--- config.mk ---
export PLATFORM = sky130hd
export DESIGN_NAME = amst_host
export DESIGN_NICKNAME = d
export VERILOG_FILES = /design/src/inc/amst_pkg.sv /design/src/logic/amst_store.sv /design/src/logic/amst_rotor.sv /design/src/logic/amst_host.sv
export SDC_FILE = /design/constraint.sdc
export NUM_CORES = 1
export LEC_CHECK = 0
export CAP_MARGIN = 20
export CORE_UTILIZATION = 25
export CTS_BUF_LIST = sky130_fd_sc_hd__clkbuf_8
export CTS_CLUSTER_DIAMETER = 50
export DETAILED_ROUTE_END_ITERATION = 8
export DONT_BUFFER_PORTS = 1
export PLACE_DENSITY = 0.36
export SYNTH_ARGS = -nofsm -noshare
export SYNTH_HDL_FRONTEND = slang
export SYNTH_SLANG_ARGS = --single-unit
--- constraint.sdc ---
create_clock -name clk -period 3.1 [get_ports clk]
set_clock_uncertainty 0.2 [all_clocks]
set_input_delay 0.465 -clock clk [delete_from_list [all_inputs] [get_ports clk]]
set_output_delay 0.465 -clock clk [all_outputs]
set_load 0.03 [all_outputs]
--- src/inc/amst_pkg.sv ---
// constants shared by the analog module scan controller
package amst_pkg;
    localparam int CLK_NS   = 4;
    localparam int STEP_NS  = 40;
    localparam int STEP_CYC = (STEP_NS + CLK_NS - 1) / CLK_NS;
    localparam int NUM_IN   = 8;
    localparam int NUM_OUT  = 4;

    localparam logic [7:0] OFF_CTRL = 8'h00;
    localparam logic [7:0] OFF_SET  = 8'h04;
    localparam logic [7:0] OFF_PTR  = 8'h08;
    localparam logic [7:0] OFF_STAT = 8'h0c;
    localparam logic [7:0] OFF_CFGA = 8'h10;
    localparam logic [7:0] OFF_CFGB = 8'h14;
    localparam logic [7:0] OFF_CFGC = 8'h18;
    localparam logic [7:0] OFF_LAST = 8'h1c;
    localparam logic [2:0] OFF_IN_REGION  = 3'h1;
    localparam logic [3:0] OFF_OUT_REGION = 4'h4;

    localparam int CTRL_RUN    = 0;
    localparam int CTRL_REMOTE = 1;
    localparam int CTRL_INCNT  = 4;
    localparam int CTRL_OUTCNT = 8;
    localparam int CTRL_SLOT   = 12;
    localparam int STAT_BUSY   = 0;
    localparam int STAT_REMOTE = 1;
    localparam int STAT_MISM   = 2;
    localparam int STAT_ROT    = 3;
    localparam int STAT_SCANS  = 16;

    localparam int HS_INCH  = 16;
    localparam int HS_OUTCH = 19;
    localparam int HS_STB   = 21;
    localparam int HS_SET   = 22;
    localparam int HS_TOP   = 26;
    localparam int X_ID     = 16;

    localparam logic [3:0] IN_CNT_MAX  = 4'h8;
    localparam logic [2:0] OUT_CNT_MAX = 3'h4;

    localparam logic [15:0] LOC_FMT  = 16'h0fb0;
    localparam logic [15:0] LOC_INP  = 16'h0fb8;
    localparam logic [15:0] LOC_OUTP = 16'h0fc0;
    localparam logic [15:0] LOC_RES  = 16'h3d00;
    localparam logic [15:0] LOC_TH   = 16'h3d10;
    localparam logic [15:0] EXP_FMT  = 16'h3c00;
    localparam logic [15:0] EXP_INP  = 16'h3c08;
    localparam logic [15:0] EXP_OUTP = 16'h3c10;
    localparam logic [15:0] EXP_RES  = 16'h3c18;
    localparam logic [15:0] EXP_TH   = 16'h3c28;
    localparam logic [15:0] PTR_GAP  = 16'h0008;
endpackage

--- src/logic/amst_store.sv ---
// per-channel store of the input values taken during the scans
module amst_store #(
    parameter int DEPTH = 8,
    parameter int W     = 16
) (
    input  wire logic                     clk,
    input  wire logic                     rstn,
    input  wire logic                     we,
    input  wire logic [$clog2(DEPTH)-1:0] widx,
    input  wire logic [W-1:0]             wdata,
    input  wire logic [$clog2(DEPTH)-1:0] ridx,
    output logic      [W-1:0]             rdata
);
    typedef struct packed {
        logic [DEPTH-1:0][W-1:0] mem;
    } amst_store_t;

    amst_store_t q;
    amst_store_t n;

    always_comb begin
        n = q;
        if (we) begin
            n.mem[widx] = wdata;
        end
    end

    always_ff @(posedge clk or negedge rstn) begin
        if (!rstn) begin
            q <= '0;
        end else begin
            q <= n;
        end
    end

    assign rdata = q.mem[ridx];
endmodule

--- src/logic/amst_rotor.sv ---
// channel rotation index for one-channel-per-scan bases
module amst_rotor #(
    parameter int N = 8
) (
    input  wire logic                 clk,
    input  wire logic                 rstn,
    input  wire logic                 clr,
    input  wire logic                 step,
    input  wire logic [3:0]           limit,
    output logic      [$clog2(N)-1:0] idx
);
    typedef struct packed {
        logic [$clog2(N)-1:0] idx;
    } amst_rotor_t;

    amst_rotor_t q;
    amst_rotor_t n;

    always_comb begin
        n = q;
        if (clr) begin
            n.idx = '0;
        end else if (step) begin
            // wrap at the enabled channel count, not at N
            if (4'(q.idx) + 4'h1 >= limit) begin
                n.idx = '0;
            end else begin
                n.idx = q.idx + 1'b1;
            end
        end
    end

    always_ff @(posedge clk or negedge rstn) begin
        if (!rstn) begin
            q <= '0;
        end else begin
            q <= n;
        end
    end

    assign idx = q.idx;
endmodule

--- src/logic/amst_host.sv ---
// scan controller driving the analog module's discrete points, with apb registers
// Operation
// - local base: all enabled input channels are moved in one scan
// - expansion or remote base: one input channel is moved per scan
// - one-per-scan: successive scans step through channels in order, then wrap
// - local base: all enabled output channels are refreshed every scan when at least as many input channels are enabled
// - expansion or remote base: at most one output channel refreshed per scan
// - expansion or remote base: output refresh follows the input rotation, each output every eight scans when eight input channels are enabled
// - first output word carries the 16-bit straight binary output value
// - second output word is kept for handshaking, never user data
// - controller keeps per-slot counts, pointers, resolution, range, track-hold
// - per-slot configuration is taken only at a mode transition
// - slots count from 0 beside the base controller up to 7
// - cpu base: format, input and output pointer words at base plus slot
// - expansion base one: same three words at its bases plus slot
// - cpu base: resolution and track-hold words at their bases plus slot
module amst_host #(
    parameter int SCAN_GAP_CYC = 64
) (
    input  wire logic        clk,
    input  wire logic        rstn,
    input  wire logic        psel,
    input  wire logic        penable,
    input  wire logic        pwrite,
    input  wire logic [7:0]  paddr,
    input  wire logic [31:0] pwdata,
    output logic      [31:0] prdata,
    output logic             pready,
    output logic             pslverr,
    input  wire logic [31:0] x_in,
    output logic      [31:0] y_out
);
    typedef enum logic [2:0] {S_IDLE, S_DRIVE, S_WAIT, S_SAMPLE, S_DONE} amst_phase_t;

    typedef struct packed {
        amst_phase_t             phase;
        logic                    run;
        logic                    run_d;
        logic                    remote;
        logic [3:0]              in_cnt;
        logic [2:0]              out_cnt;
        logic [2:0]              slot;
        logic [3:0]              set;
        logic [15:0]             in_ptr;
        logic [15:0]             out_ptr;
        logic                    a_remote;
        logic [3:0]              a_in_cnt;
        logic [2:0]              a_out_cnt;
        logic [2:0]              a_slot;
        logic [3:0]              a_set;
        logic [15:0]             a_in_ptr;
        logic [3:0][15:0]        out_val;
        logic [15:0]             timer;
        logic [2:0]              k;
        logic [3:0]              steps;
        logic [2:0]              outs;
        logic [15:0]             scan_cnt;
        logic                    mism;
        logic [15:0]             last_addr;
        logic                    st_we;
        logic [2:0]              st_idx;
        logic [15:0]             st_data;
        logic                    rot_step;
        logic                    rot_clr;
        logic [31:0]             y_out;
        logic [31:0]             prdata;
        logic                    pready;
        logic                    pslverr;
    } amst_host_t;

    amst_host_t  q;
    amst_host_t  n;
    logic [2:0]  rot_idx;
    logic [15:0] st_rdata;
    logic        apb_go;
    logic        apb_fin;
    logic        in_reg;
    logic        out_reg;
    logic        hit;
    logic        hit_w;
    logic        stb;
    logic [31:0] rd_data;
    logic [15:0] fmt_addr;
    logic [15:0] inp_addr;
    logic [15:0] outp_addr;
    logic [15:0] res_addr;
    logic [15:0] th_addr;

    amst_store #(
        .DEPTH (amst_pkg::NUM_IN),
        .W     (16)
    ) u_store (
        .clk   (clk),
        .rstn  (rstn),
        .we    (q.st_we),
        .widx  (q.st_idx),
        .wdata (q.st_data),
        .ridx  (paddr[4:2]),
        .rdata (st_rdata)
    );

    amst_rotor #(
        .N (amst_pkg::NUM_IN)
    ) u_rotor (
        .clk   (clk),
        .rstn  (rstn),
        .clr   (q.rot_clr),
        .step  (q.rot_step),
        .limit (q.a_in_cnt),
        .idx   (rot_idx)
    );

    // one wait state: data is prepared on the first access cycle
    assign apb_go  = psel & penable & ~q.pready;
    assign apb_fin = psel & penable & q.pready;
    assign in_reg  = paddr[7:5] == amst_pkg::OFF_IN_REGION;
    assign out_reg = paddr[7:4] == amst_pkg::OFF_OUT_REGION;
    assign stb     = q.k < q.a_out_cnt;

    // slot-dependent configuration locations; slot 0 sits beside the base controller
    always_comb begin
        if (q.a_remote) begin
            fmt_addr  = amst_pkg::EXP_FMT + 16'(q.a_slot);
            inp_addr  = amst_pkg::EXP_INP + 16'(q.a_slot);
            outp_addr = amst_pkg::EXP_OUTP + 16'(q.a_slot);
            res_addr  = amst_pkg::EXP_RES + 16'(q.a_slot);
            th_addr   = amst_pkg::EXP_TH + 16'(q.a_slot);
        end else begin
            fmt_addr  = amst_pkg::LOC_FMT + 16'(q.a_slot);
            inp_addr  = amst_pkg::LOC_INP + 16'(q.a_slot);
            outp_addr = amst_pkg::LOC_OUTP + 16'(q.a_slot);
            res_addr  = amst_pkg::LOC_RES + 16'(q.a_slot);
            th_addr   = amst_pkg::LOC_TH + 16'(q.a_slot);
        end
    end

    always_comb begin
        rd_data = '0;
        hit     = 1'b1;
        hit_w   = 1'b0;
        case (paddr)
            amst_pkg::OFF_CTRL: begin
                hit_w                                   = 1'b1;
                rd_data[amst_pkg::CTRL_RUN]             = q.run;
                rd_data[amst_pkg::CTRL_REMOTE]          = q.remote;
                rd_data[amst_pkg::CTRL_INCNT +: 4]      = q.in_cnt;
                rd_data[amst_pkg::CTRL_OUTCNT +: 3]     = q.out_cnt;
                rd_data[amst_pkg::CTRL_SLOT +: 3]       = q.slot;
            end
            amst_pkg::OFF_SET: begin
                hit_w        = 1'b1;
                rd_data[3:0] = q.set;
            end
            amst_pkg::OFF_PTR: begin
                hit_w   = 1'b1;
                rd_data = {q.out_ptr, q.in_ptr};
            end
            amst_pkg::OFF_STAT: begin
                hit_w                                = 1'b1;
                rd_data[amst_pkg::STAT_BUSY]         = q.phase != S_IDLE;
                rd_data[amst_pkg::STAT_REMOTE]       = q.a_remote;
                rd_data[amst_pkg::STAT_MISM]         = q.mism;
                rd_data[amst_pkg::STAT_ROT +: 3]     = rot_idx;
                rd_data[amst_pkg::STAT_SCANS +: 16]  = q.scan_cnt;
            end
            amst_pkg::OFF_CFGA: rd_data = {inp_addr, fmt_addr};
            amst_pkg::OFF_CFGB: rd_data = {res_addr, outp_addr};
            amst_pkg::OFF_CFGC: rd_data = {16'h0000, th_addr};
            amst_pkg::OFF_LAST: rd_data = {16'h0000, q.last_addr};
            default: begin
                if (in_reg) begin
                    rd_data[15:0] = st_rdata;
                end else if (out_reg) begin
                    hit_w         = 1'b1;
                    rd_data[15:0] = q.out_val[paddr[3:2]];
                end else begin
                    hit = 1'b0;
                end
            end
        endcase
    end

    always_comb begin
        n          = q;
        n.st_we    = 1'b0;
        n.rot_step = 1'b0;
        n.rot_clr  = 1'b0;
        n.run_d    = q.run;
        n.pready   = apb_go;
        n.pslverr  = apb_go & ~hit;
        if (apb_go) begin
            n.prdata = rd_data;
        end
        // writes land on the completing edge only
        if (apb_fin && pwrite && hit_w) begin
            case (paddr)
                amst_pkg::OFF_CTRL: begin
                    n.run     = pwdata[amst_pkg::CTRL_RUN];
                    n.remote  = pwdata[amst_pkg::CTRL_REMOTE];
                    n.in_cnt  = pwdata[amst_pkg::CTRL_INCNT +: 4];
                    n.out_cnt = pwdata[amst_pkg::CTRL_OUTCNT +: 3];
                    n.slot    = pwdata[amst_pkg::CTRL_SLOT +: 3];
                end
                amst_pkg::OFF_SET: n.set = pwdata[3:0];
                amst_pkg::OFF_PTR: begin
                    n.in_ptr  = pwdata[15:0];
                    n.out_ptr = pwdata[31:16];
                end
                amst_pkg::OFF_STAT: begin
                    if (pwdata[amst_pkg::STAT_MISM]) begin
                        n.mism = 1'b0;
                    end
                end
                default: n.out_val[paddr[3:2]] = pwdata[15:0];
            endcase
        end
        // shadow settings only reach the scan when run rises
        if (q.run && !q.run_d) begin
            n.a_remote  = q.remote;
            n.a_in_cnt  = (q.in_cnt == 4'h0 || q.in_cnt > amst_pkg::IN_CNT_MAX) ?
                          amst_pkg::IN_CNT_MAX : q.in_cnt;
            n.a_out_cnt = (q.out_cnt > amst_pkg::OUT_CNT_MAX) ?
                          amst_pkg::OUT_CNT_MAX : q.out_cnt;
            n.a_slot    = q.slot;
            n.a_set     = q.set;
            n.a_in_ptr  = q.in_ptr;
            n.rot_clr   = 1'b1;
            n.timer     = '0;
        end
        case (q.phase)
            S_IDLE: begin
                if (q.run && q.run_d) begin
                    if (q.timer != 16'h0000) begin
                        n.timer = q.timer - 16'h0001;
                    end else begin
                        // rotor clear lands one edge late, so ignore a stale index
                        n.k     = (q.a_remote && !q.rot_clr) ? rot_idx : 3'h0;
                        n.steps = '0;
                        n.outs  = '0;
                        n.phase = S_DRIVE;
                    end
                end
            end
            S_DRIVE: begin
                n.y_out                          = {16'h0000, q.out_val[q.k[1:0]]};
                n.y_out[amst_pkg::HS_INCH +: 3]  = q.k;
                n.y_out[amst_pkg::HS_OUTCH +: 2] = q.k[1:0];
                n.y_out[amst_pkg::HS_STB]        = stb;
                n.y_out[amst_pkg::HS_SET +: 4]   = q.a_set;
                n.timer                          = 16'(amst_pkg::STEP_CYC - 1);
                n.phase                          = S_WAIT;
            end
            S_WAIT: begin
                if (q.timer != 16'h0000) begin
                    n.timer = q.timer - 16'h0001;
                end else begin
                    n.phase = S_SAMPLE;
                end
            end
            S_SAMPLE: begin
                n.st_we   = 1'b1;
                n.st_idx  = q.k;
                n.st_data = x_in[15:0];
                // set wins over a clear in the same cycle
                if (x_in[amst_pkg::X_ID +: 3] != q.k) begin
                    n.mism = 1'b1;
                end
                n.last_addr               = q.a_in_ptr + 16'(q.k);
                n.steps                   = q.steps + 4'h1;
                n.outs                    = q.outs + 3'(stb);
                n.y_out[amst_pkg::HS_STB] = 1'b0;
                if (q.a_remote || 4'(q.k) + 4'h1 >= q.a_in_cnt) begin
                    n.rot_step = q.a_remote;
                    n.phase    = S_DONE;
                end else begin
                    n.k     = q.k + 3'h1;
                    n.phase = S_DRIVE;
                end
            end
            S_DONE: begin
                n.scan_cnt = q.scan_cnt + 16'h0001;
                n.timer    = 16'(SCAN_GAP_CYC);
                n.phase    = S_IDLE;
            end
            default: n.phase = S_IDLE;
        endcase
        // stopping abandons a scan; restart takes fresh settings
        if (!q.run) begin
            n.phase                   = S_IDLE;
            n.y_out[amst_pkg::HS_STB] = 1'b0;
        end
    end

    always_ff @(posedge clk or negedge rstn) begin
        if (!rstn) begin
            q <= '0;
        end else begin
            q <= n;
        end
    end

    assign prdata  = q.prdata;
    assign pready  = q.pready;
    assign pslverr = q.pslverr;
    assign y_out   = q.y_out;
endmodule

==> results of run 1 <==
## metal layers
| metal | vias to the layer above | wire [um] | part of all wire, % | global-route usage (%) |
|---|---|---|---|---|
| met3 | 102 | 3680 | 6.0 | 4.42 |
| li1 | 5848 | - | - | - |
| met2 | 300 | 28400 | 46 | 24.2 |
| met1 | 6661 | 27500 | 45 | 20.1 |
| met5 | - | 40 | 0.065 | 0 |
| met4 | 6 | 1560 | 2.5 | 5.01 |
## synthesized netlist by cell type (6+ instances only)
cell	n	area, um2
a22oi_1	8	60.1
nand2_1	210	788
a21oi_1	35	175
clkbuf_1	45	169
mux2i_1	17	170
ha_1	18	225
inv_1	16	60.1
nand2b_1	12	75.1
buf_1	6	22.5
buf_2	24	120
xnor2_1	21	184
dfrtp_1	410	10300
mux2_2	286	3220
buf_4	72	541
nand4_1	13	81.3
a221oi_1	11	96.3
o21ai_0	55	275
mux4_2	64	1440
nor3_1	18	90.1
nand3_1	19	95.1
nor3b_1	8	60.1
nor2_1	75	282
a31oi_1	12	75.1
xor2_1	14	123
and3_1	13	81.3
## state kept, by name, indices dropped and copies added, names as in the netlist
name,cells
q,220
prdata,32
n,1
u_rotor.idx,3
pslverr,1
u_store.q,128
y_out,24
pready,1
## critical path, cell delays in order (launching register included)
cell and delay [ns]:
dfrtp_2 0.43, ha_1 0.21, inv_1 0.06, fa_1 0.41
nor2b_1 0.22, nor2_1 0.10, or4b_2 0.68, xor2_1 0.16
o21ai_0 0.15
## worst paths after layout
check	to	slack (ns)	cells past startpoint
worst max register to register	q[100]	0.40	8
worst max-delay path	q[100]	0.40	8
min in group clk	pslverr	0.08	3
worst min register to register	q[120]	0.27	1
worst min-delay path	y_out[19]	-0.70	0
max in group asynchronous	q[128]	1.42	0
## stage by stage
stage | util (%) | area, um2 | total power, mW
after floorplan | - | 19900 | 6.00
after global placement | 26.3 | 20700 | 6.01
after detailed placement | 26.3 | 20700 | 6.01
after CTS | 29.3 | 23100 | 12.3
after global routing | 29.3 | 23100 | 12.6
final | 29.3 | 23100 | 12.0
## cell usage in the layout (no fill, tap or decap), types with 5 or more instances in the layout
cell / instances
a21oi_1: 35
nand2b_1: 12
dlygate4sd3_1: 59
buf_4: 46
nand4_1: 13
o21ai_0: 55
nor3b_1: 8
a22o_1: 5
clkbuf_8: 109
a221oi_1: 11
and3_1: 13
clkinv_2: 9
dfrtp_1: 409
nand3_1: 19
nand3b_1: 5
mux4_2: 64
conb_1: 6
nor2b_1: 5
xnor2_1: 21
a22oi_1: 8
mux2_2: 286
xor2_1: 14
nor2_1: 74
ha_1: 18
nand2_1: 209
a31oi_1: 12
mux2i_1: 17
nor3_1: 17
inv_1: 40
## power groups by stage
stage               sequential (mW)  combinational (mW)  clock [mW]
floorplan                      5.54               0.460           0
global placement               5.67               0.342           0
detailed placement             5.67               0.344           0
CTS                            5.57               0.454        6.24
global route                   5.58               0.491        6.51
finish                         5.57               0.448        6.00
## cell type report
| type | instances | area, um2 | area share (%) |
|---|---|---|---|
| Clock inverter | 41 | 287 | 1.24 |
| Multi-Input combinational cell | 1036 | 8730 | 37.8 |
| Timing Repair Buffer | 106 | 956 | 4.14 |
| Clock buffer | 109 | 1500 | 6.49 |
| Inverter | 17 | 63.8 | 0.276 |
| Sequential cell | 410 | 10300 | 44.4 |
| Tap cell | 1050 | 1310 | 5.69 |
## cell families (layout without fill, tap and decap cells)
kind of cell / after synthesis / in the layout / share of synthesized area [%]
and+or+nand+nor: 425 / 425 / 10.4
xor gates and xnor gates: 35 / 35 / 1.54
AOI/OAI and AO/OA: 183 / 183 / 6.12
buffers and inverters: 168 / 273 / 4.84
DFF: 410 / 410 / 51.5
adders and majority gates: 19 / 19 / 1.23
muxes: 368 / 368 / 24.3
other: 1 / 6 / 0.0188
==> flow_summary.ini, run 1 <==
[placement]
dp.final_hpwl_um = 38600
gp_routability_congestion = 0.760
place.port_buffers = 0
place_ws_ns = 0.397
post-place-cells = 2559

[power]
internal_power_mw = 9.10
vdd.ir_drop.worst_mv = 0.256
leakage_nw = 10.7
p_switching_mw = 2.93
power_switching_share_pct = 24.4
comb_power_share_pct = 3.7
power.clock.fraction_pct = 49.9
power_per_cell_area_nw_per_um2 = 520
seqPwrFrac_pct = 46.3

[detailed_routing]
firstDrtPassIters = 5
detailedRoute.firstIterationViolations = 697
antenna_left = 0
drc = 0
route.detailed.wl_per_inst_um = 22.1
route.detailed.vias_per_inst = 4.66
finalWirelength_um = 61200
number_of_vias_in_the_routed_layout = 12900

[clock_network]
clock_tree.root_cell = clkbuf_8
clockBufferDepth = 3
clock_buffers_created_by_tritoncts = 87
postCtsSetupBuffers = 0
cts_htree_levels = 3
post_cts_resized = 0
cts_hold_repair.buffers = 60
cts_tree = done
clkTransAtPathRegs_ns = 0.05
cts.sinks = 410
insertion_delay_ns = 0.68

[final_layout]
design.final.nets = 1754
areaGrowthSynthToFinish_pct = 16.0
drive_gt1_share_pct = 32.6
num_antenna_cells = 0
finalNonFillerCells = 2769
filler_cell_count = 8202

[timing]
report.final.hold_viol_count = 410
finalWorstPathRequiredPeriod_ns = 2.70
rsz0062_at_grt = no
finalWorstSetupSlack_ns = 0.402
timing.slew.headroom_pct = -52.2
slew_viol_final = 255
whs_ns = -0.699
max_freq_mhz = 371
worst_slew_pin_slew_ns = 2.28
timing.final.crit_share_pct = 87.0
totalNegativeSetupSlack_ns = 0
final-setup-viol-count = 0

[setup_path]
cp_data_arrival_time_ns = 3.09
worstPathMaxFanout = 6
worstSetupStartpointType = register
critical_path.startpoint = q[128]
criticalPathCategory = reg -> reg
worstSetupEndpointType = register
required_time_reported_for_the_critical_path_endpoint_ns = 3.49
critical_path.reg2reg.startpoint = q[128]

[floorplan]
core_region_area_um2 = 78900
ios = 143
die_width_um = 284
placement_rows = 103
die-height_um = 284
design.die.area_um2 = 80800
floorplan.initialDensity_pct = 25.3

[grt]
grt_first_pass_wirelength_um = 92800
globalRouteTotalUtil_pct = 15.3
vias_in_the_first_global_route = 13800
grt_remaining_overflow = 0
initial_antenna_violation_count = 4
grt_max_degree = 411

[synthesis]
synth-edff-count = 0
yosysUniqueCellTypes = 81
synth_area_um2 = 19900
most_used_dff_post_synth = dfrtp_1
synth_cells = 1609
avgSynthCellArea_um2 = 12.4
seq_area_frac_synth_pct = 51.5
synth_warnings = 0
synth_seq_cells = 410
async_reset_ff_share_pct = 100

[status]
violations_in_the_final_reports = negative hold slack, max-slew violations
status = finished with violations

[flow_run]
drv_cap = 0

[min_path]
holdCritPathClass = in -> async
No activity file was read; power rests on OpenSTA's default activity.
==> run 2, diff against run 1 <==
--- a/config.mk
+++ b/config.mk
@@ -5,6 +5,7 @@
 export SDC_FILE = /design/constraint.sdc
 export NUM_CORES = 1
 export LEC_CHECK = 0
+export ABC_AREA = 1
 export CAP_MARGIN = 20
 export CORE_UTILIZATION = 25
 export CTS_BUF_LIST = sky130_fd_sc_hd__clkbuf_8
==> run 2 against run 1 <==
The flow still finishes with violations (negative hold slack, max-slew violations). Maximum frequency down 7.0%. Clock power up 2%. Synthesized cell count up 68%. Wire length up 23%. Combinational power down 10%. Critical path type unchanged.
==> flow_summary.ini, run 2 <==
[status]
status = finished with violations
violations_in_the_final_reports = negative hold slack, max-slew violations

[synthesis]
seq_area_frac_synth_pct = 49.4
synthTopCellsByCount = nand2_1 (1021), dfrtp_1 (410), o21ai_0 (250)
yosys.area.top_type_share_pct = 49.4
synth-edff-count = 0
synth_most_common_cell = nand2_1
most_used_dff_post_synth = dfrtp_1
synth_top_cells_by_area = dfrtp_1 (49%), nand2_1 (18%), o21ai_0 (6.0%)
synth_area_um2 = 20800
async_reset_ff_share_pct = 100
synth_warnings = 0
netlist.top_cell.by_area = dfrtp_1
synth_cells = 2707
yosysUniqueCellTypes = 45
avgSynthCellArea_um2 = 7.67
synth_seq_cells = 410

[timing]
timing.slew.headroom_pct = -4.95
worst_slew_pin_slew_ns = 1.57
rsz0062_at_grt = no
finalWorstSetupSlack_ns = 0.198
final-setup-viol-count = 0
slew_viol_final = 62
max_freq_mhz = 345
finalWorstPathRequiredPeriod_ns = 2.90
report.final.hold_viol_count = 410
whs_ns = -0.713
timing.final.crit_share_pct = 93.6
totalNegativeSetupSlack_ns = 0

[final_layout]
filler_cell_count = 8822
layout_commonest_cell = nand2_1
most-common-layout-cells = nand2_1 (1021), dfrtp_1 (410), o21ai_0 (250)
drive_gt1_share_pct = 8.16
largest_register_ffs = 220
post-route-util_pct = 29.1
finalNonFillerCells = 3856
areaGrowthSynthToFinish_pct = 15.0
design.final.nets = 2807
max_flop_register = q

[power]
power_per_cell_area_nw_per_um2 = 504
leakage_nw = 11.7
post-layout-total-power_mw = 12.0
vdd.ir_drop.worst_mv = 0.242

[clock_network]
cts_hold_repair.buffers = 53
postCtsSetupBuffers = 0
cts.sinks = 410
clock_tree.root_cell = clkbuf_8
cts_htree_levels = 3
cts_tree = done
insertion_delay_ns = 0.70
clkTransAtPathRegs_ns = 0.06
clockBufferDepth = 3
clock_buffers_created_by_tritoncts = 87
post_cts_resized = 0

[setup_path]
criticalPathCategory = reg -> reg
cp_data_arrival_time_ns = 3.27
required_time_reported_for_the_critical_path_endpoint_ns = 3.47
crit_family = buffers and inverters
cp_slowest_stage_delay_ns = 0.61
crit_path_cell_trace = inv_2, buf_4, a22o_1, dlygate4sd3_1, o31ai_1, dlygate4sd3_1, nand2_1
worstSetupEndpointType = register
worstSetupStartpointType = register
critical-path-top-cell-by-count = dlygate4sd3_1
worstPathMaxFanout = 45
critPathBufInv = 4
timing.critical_path.slowest_stage_cell = dlygate4sd3_1

[detailed_routing]
firstDrtPassIters = 5
detailedRoute.firstIterationViolations = 1508
drc = 0
number_of_vias_in_the_routed_layout = 17900
antenna_left = 0
finalWirelength_um = 75400
route.detailed.vias_per_inst = 4.65
route.detailed.wl_per_inst_um = 19.6

[placement]
place.port_buffers = 0
place_ws_ns = 0.312
dp.final_hpwl_um = 48800
post-place-cells = 3639
gp_routability_congestion = 0.815

[floorplan]
floorplan.initialDensity_pct = 25.3
core_region_area_um2 = 82100
ios = 143
die_width_um = 290
placement_rows = 105
die-height_um = 290
design.die.area_um2 = 84200

[grt]
globalRouteTotalUtil_pct = 18.0
grt_max_degree = 411
grt_first_pass_wirelength_um = 115000
vias_in_the_first_global_route = 17400
initial_antenna_violation_count = 2
grt_remaining_overflow = 0

[min_path]
holdCritPathClass = in -> async

[flow_run]
drv_cap = 0
## run 2: changes by cell type after synthesis, sizes merged, moves of 34 or more
cell    delta
mux4      -64
clkbuf    +34
nand4     +73
a21oi     +46
inv      +167
nand3    +126
nand2    +816
o21ai    +206
mux2     -287
nor2     +128
## run 2: cell families after synthesis
group	after synthesis	share of synthesized area (%)
and+or+nand+nor	1484	30.0
DFF	410	49.4
AOI/OAI and AO/OA	387	9.80
buffers and inverters	382	8.58
xor gates and xnor gates	24	1.01
adders and majority gates	19	1.18
other	1	0.0181
## run 2: stage by stage
stage	hold WS [ns]	cell area (um2)
2_1_floorplan	-0.0306	20800
3_3_place_gp	0.0111	21500
3_5_place_dp	0.0107	21500
4_1_cts	-0.760	23900
5_1_grt	-0.767	23900
6_report	-0.713	23900
## run 2: routing by layer
layer / wire length [um] / GRT usage, % / share of wire, % / vias up
met5: 0 / 0 / 0 / -
met4: 1550 / 4.75 / 2.0 / 0
met3: 4350 / 3.63 / 5.8 / 98
met2: 32300 / 26.7 / 43 / 483
met1: 37200 / 26.4 / 49 / 8684
li1: - / - / - / 8671
## run 2: worst paths after layout
kind	startpoint	to	slack, ns	depth (start not counted)
setup / recovery	q[128]	q[104]	0.20	7
hold / removal	rstn	q[69]	-0.71	0
setup reg to reg	q[128]	q[104]	0.20	7
hold reg to reg	q[244]	q[244]	0.27	2
max in group asynchronous	rstn	q[225]	2.15	0
min in group clk	paddr[3]	prdata[8]	0.04	6
## run 2: final cells by class
type                            count  area, um2  share of cell area (%)
Antenna cell                        3       7.51                  0.0314
Clock buffer                      105       1450                    6.05
Clock inverter                     56        370                    1.55
Inverter                          186        698                    2.92
Multi-Input combinational cell   1920       8770                    36.7
Sequential cell                   410      10300                    43.0
Tap cell                         1070       1340                    5.61
Timing Repair Buffer              106        978                    4.10
## run 2: where the power goes
part           total [mW]  internal, mW  switching, mW  leakage (nW)
Sequential           5.52          5.40          0.118          5.61
Combinational       0.402         0.127          0.275          5.01
Clock                6.10          3.42           2.68          1.05
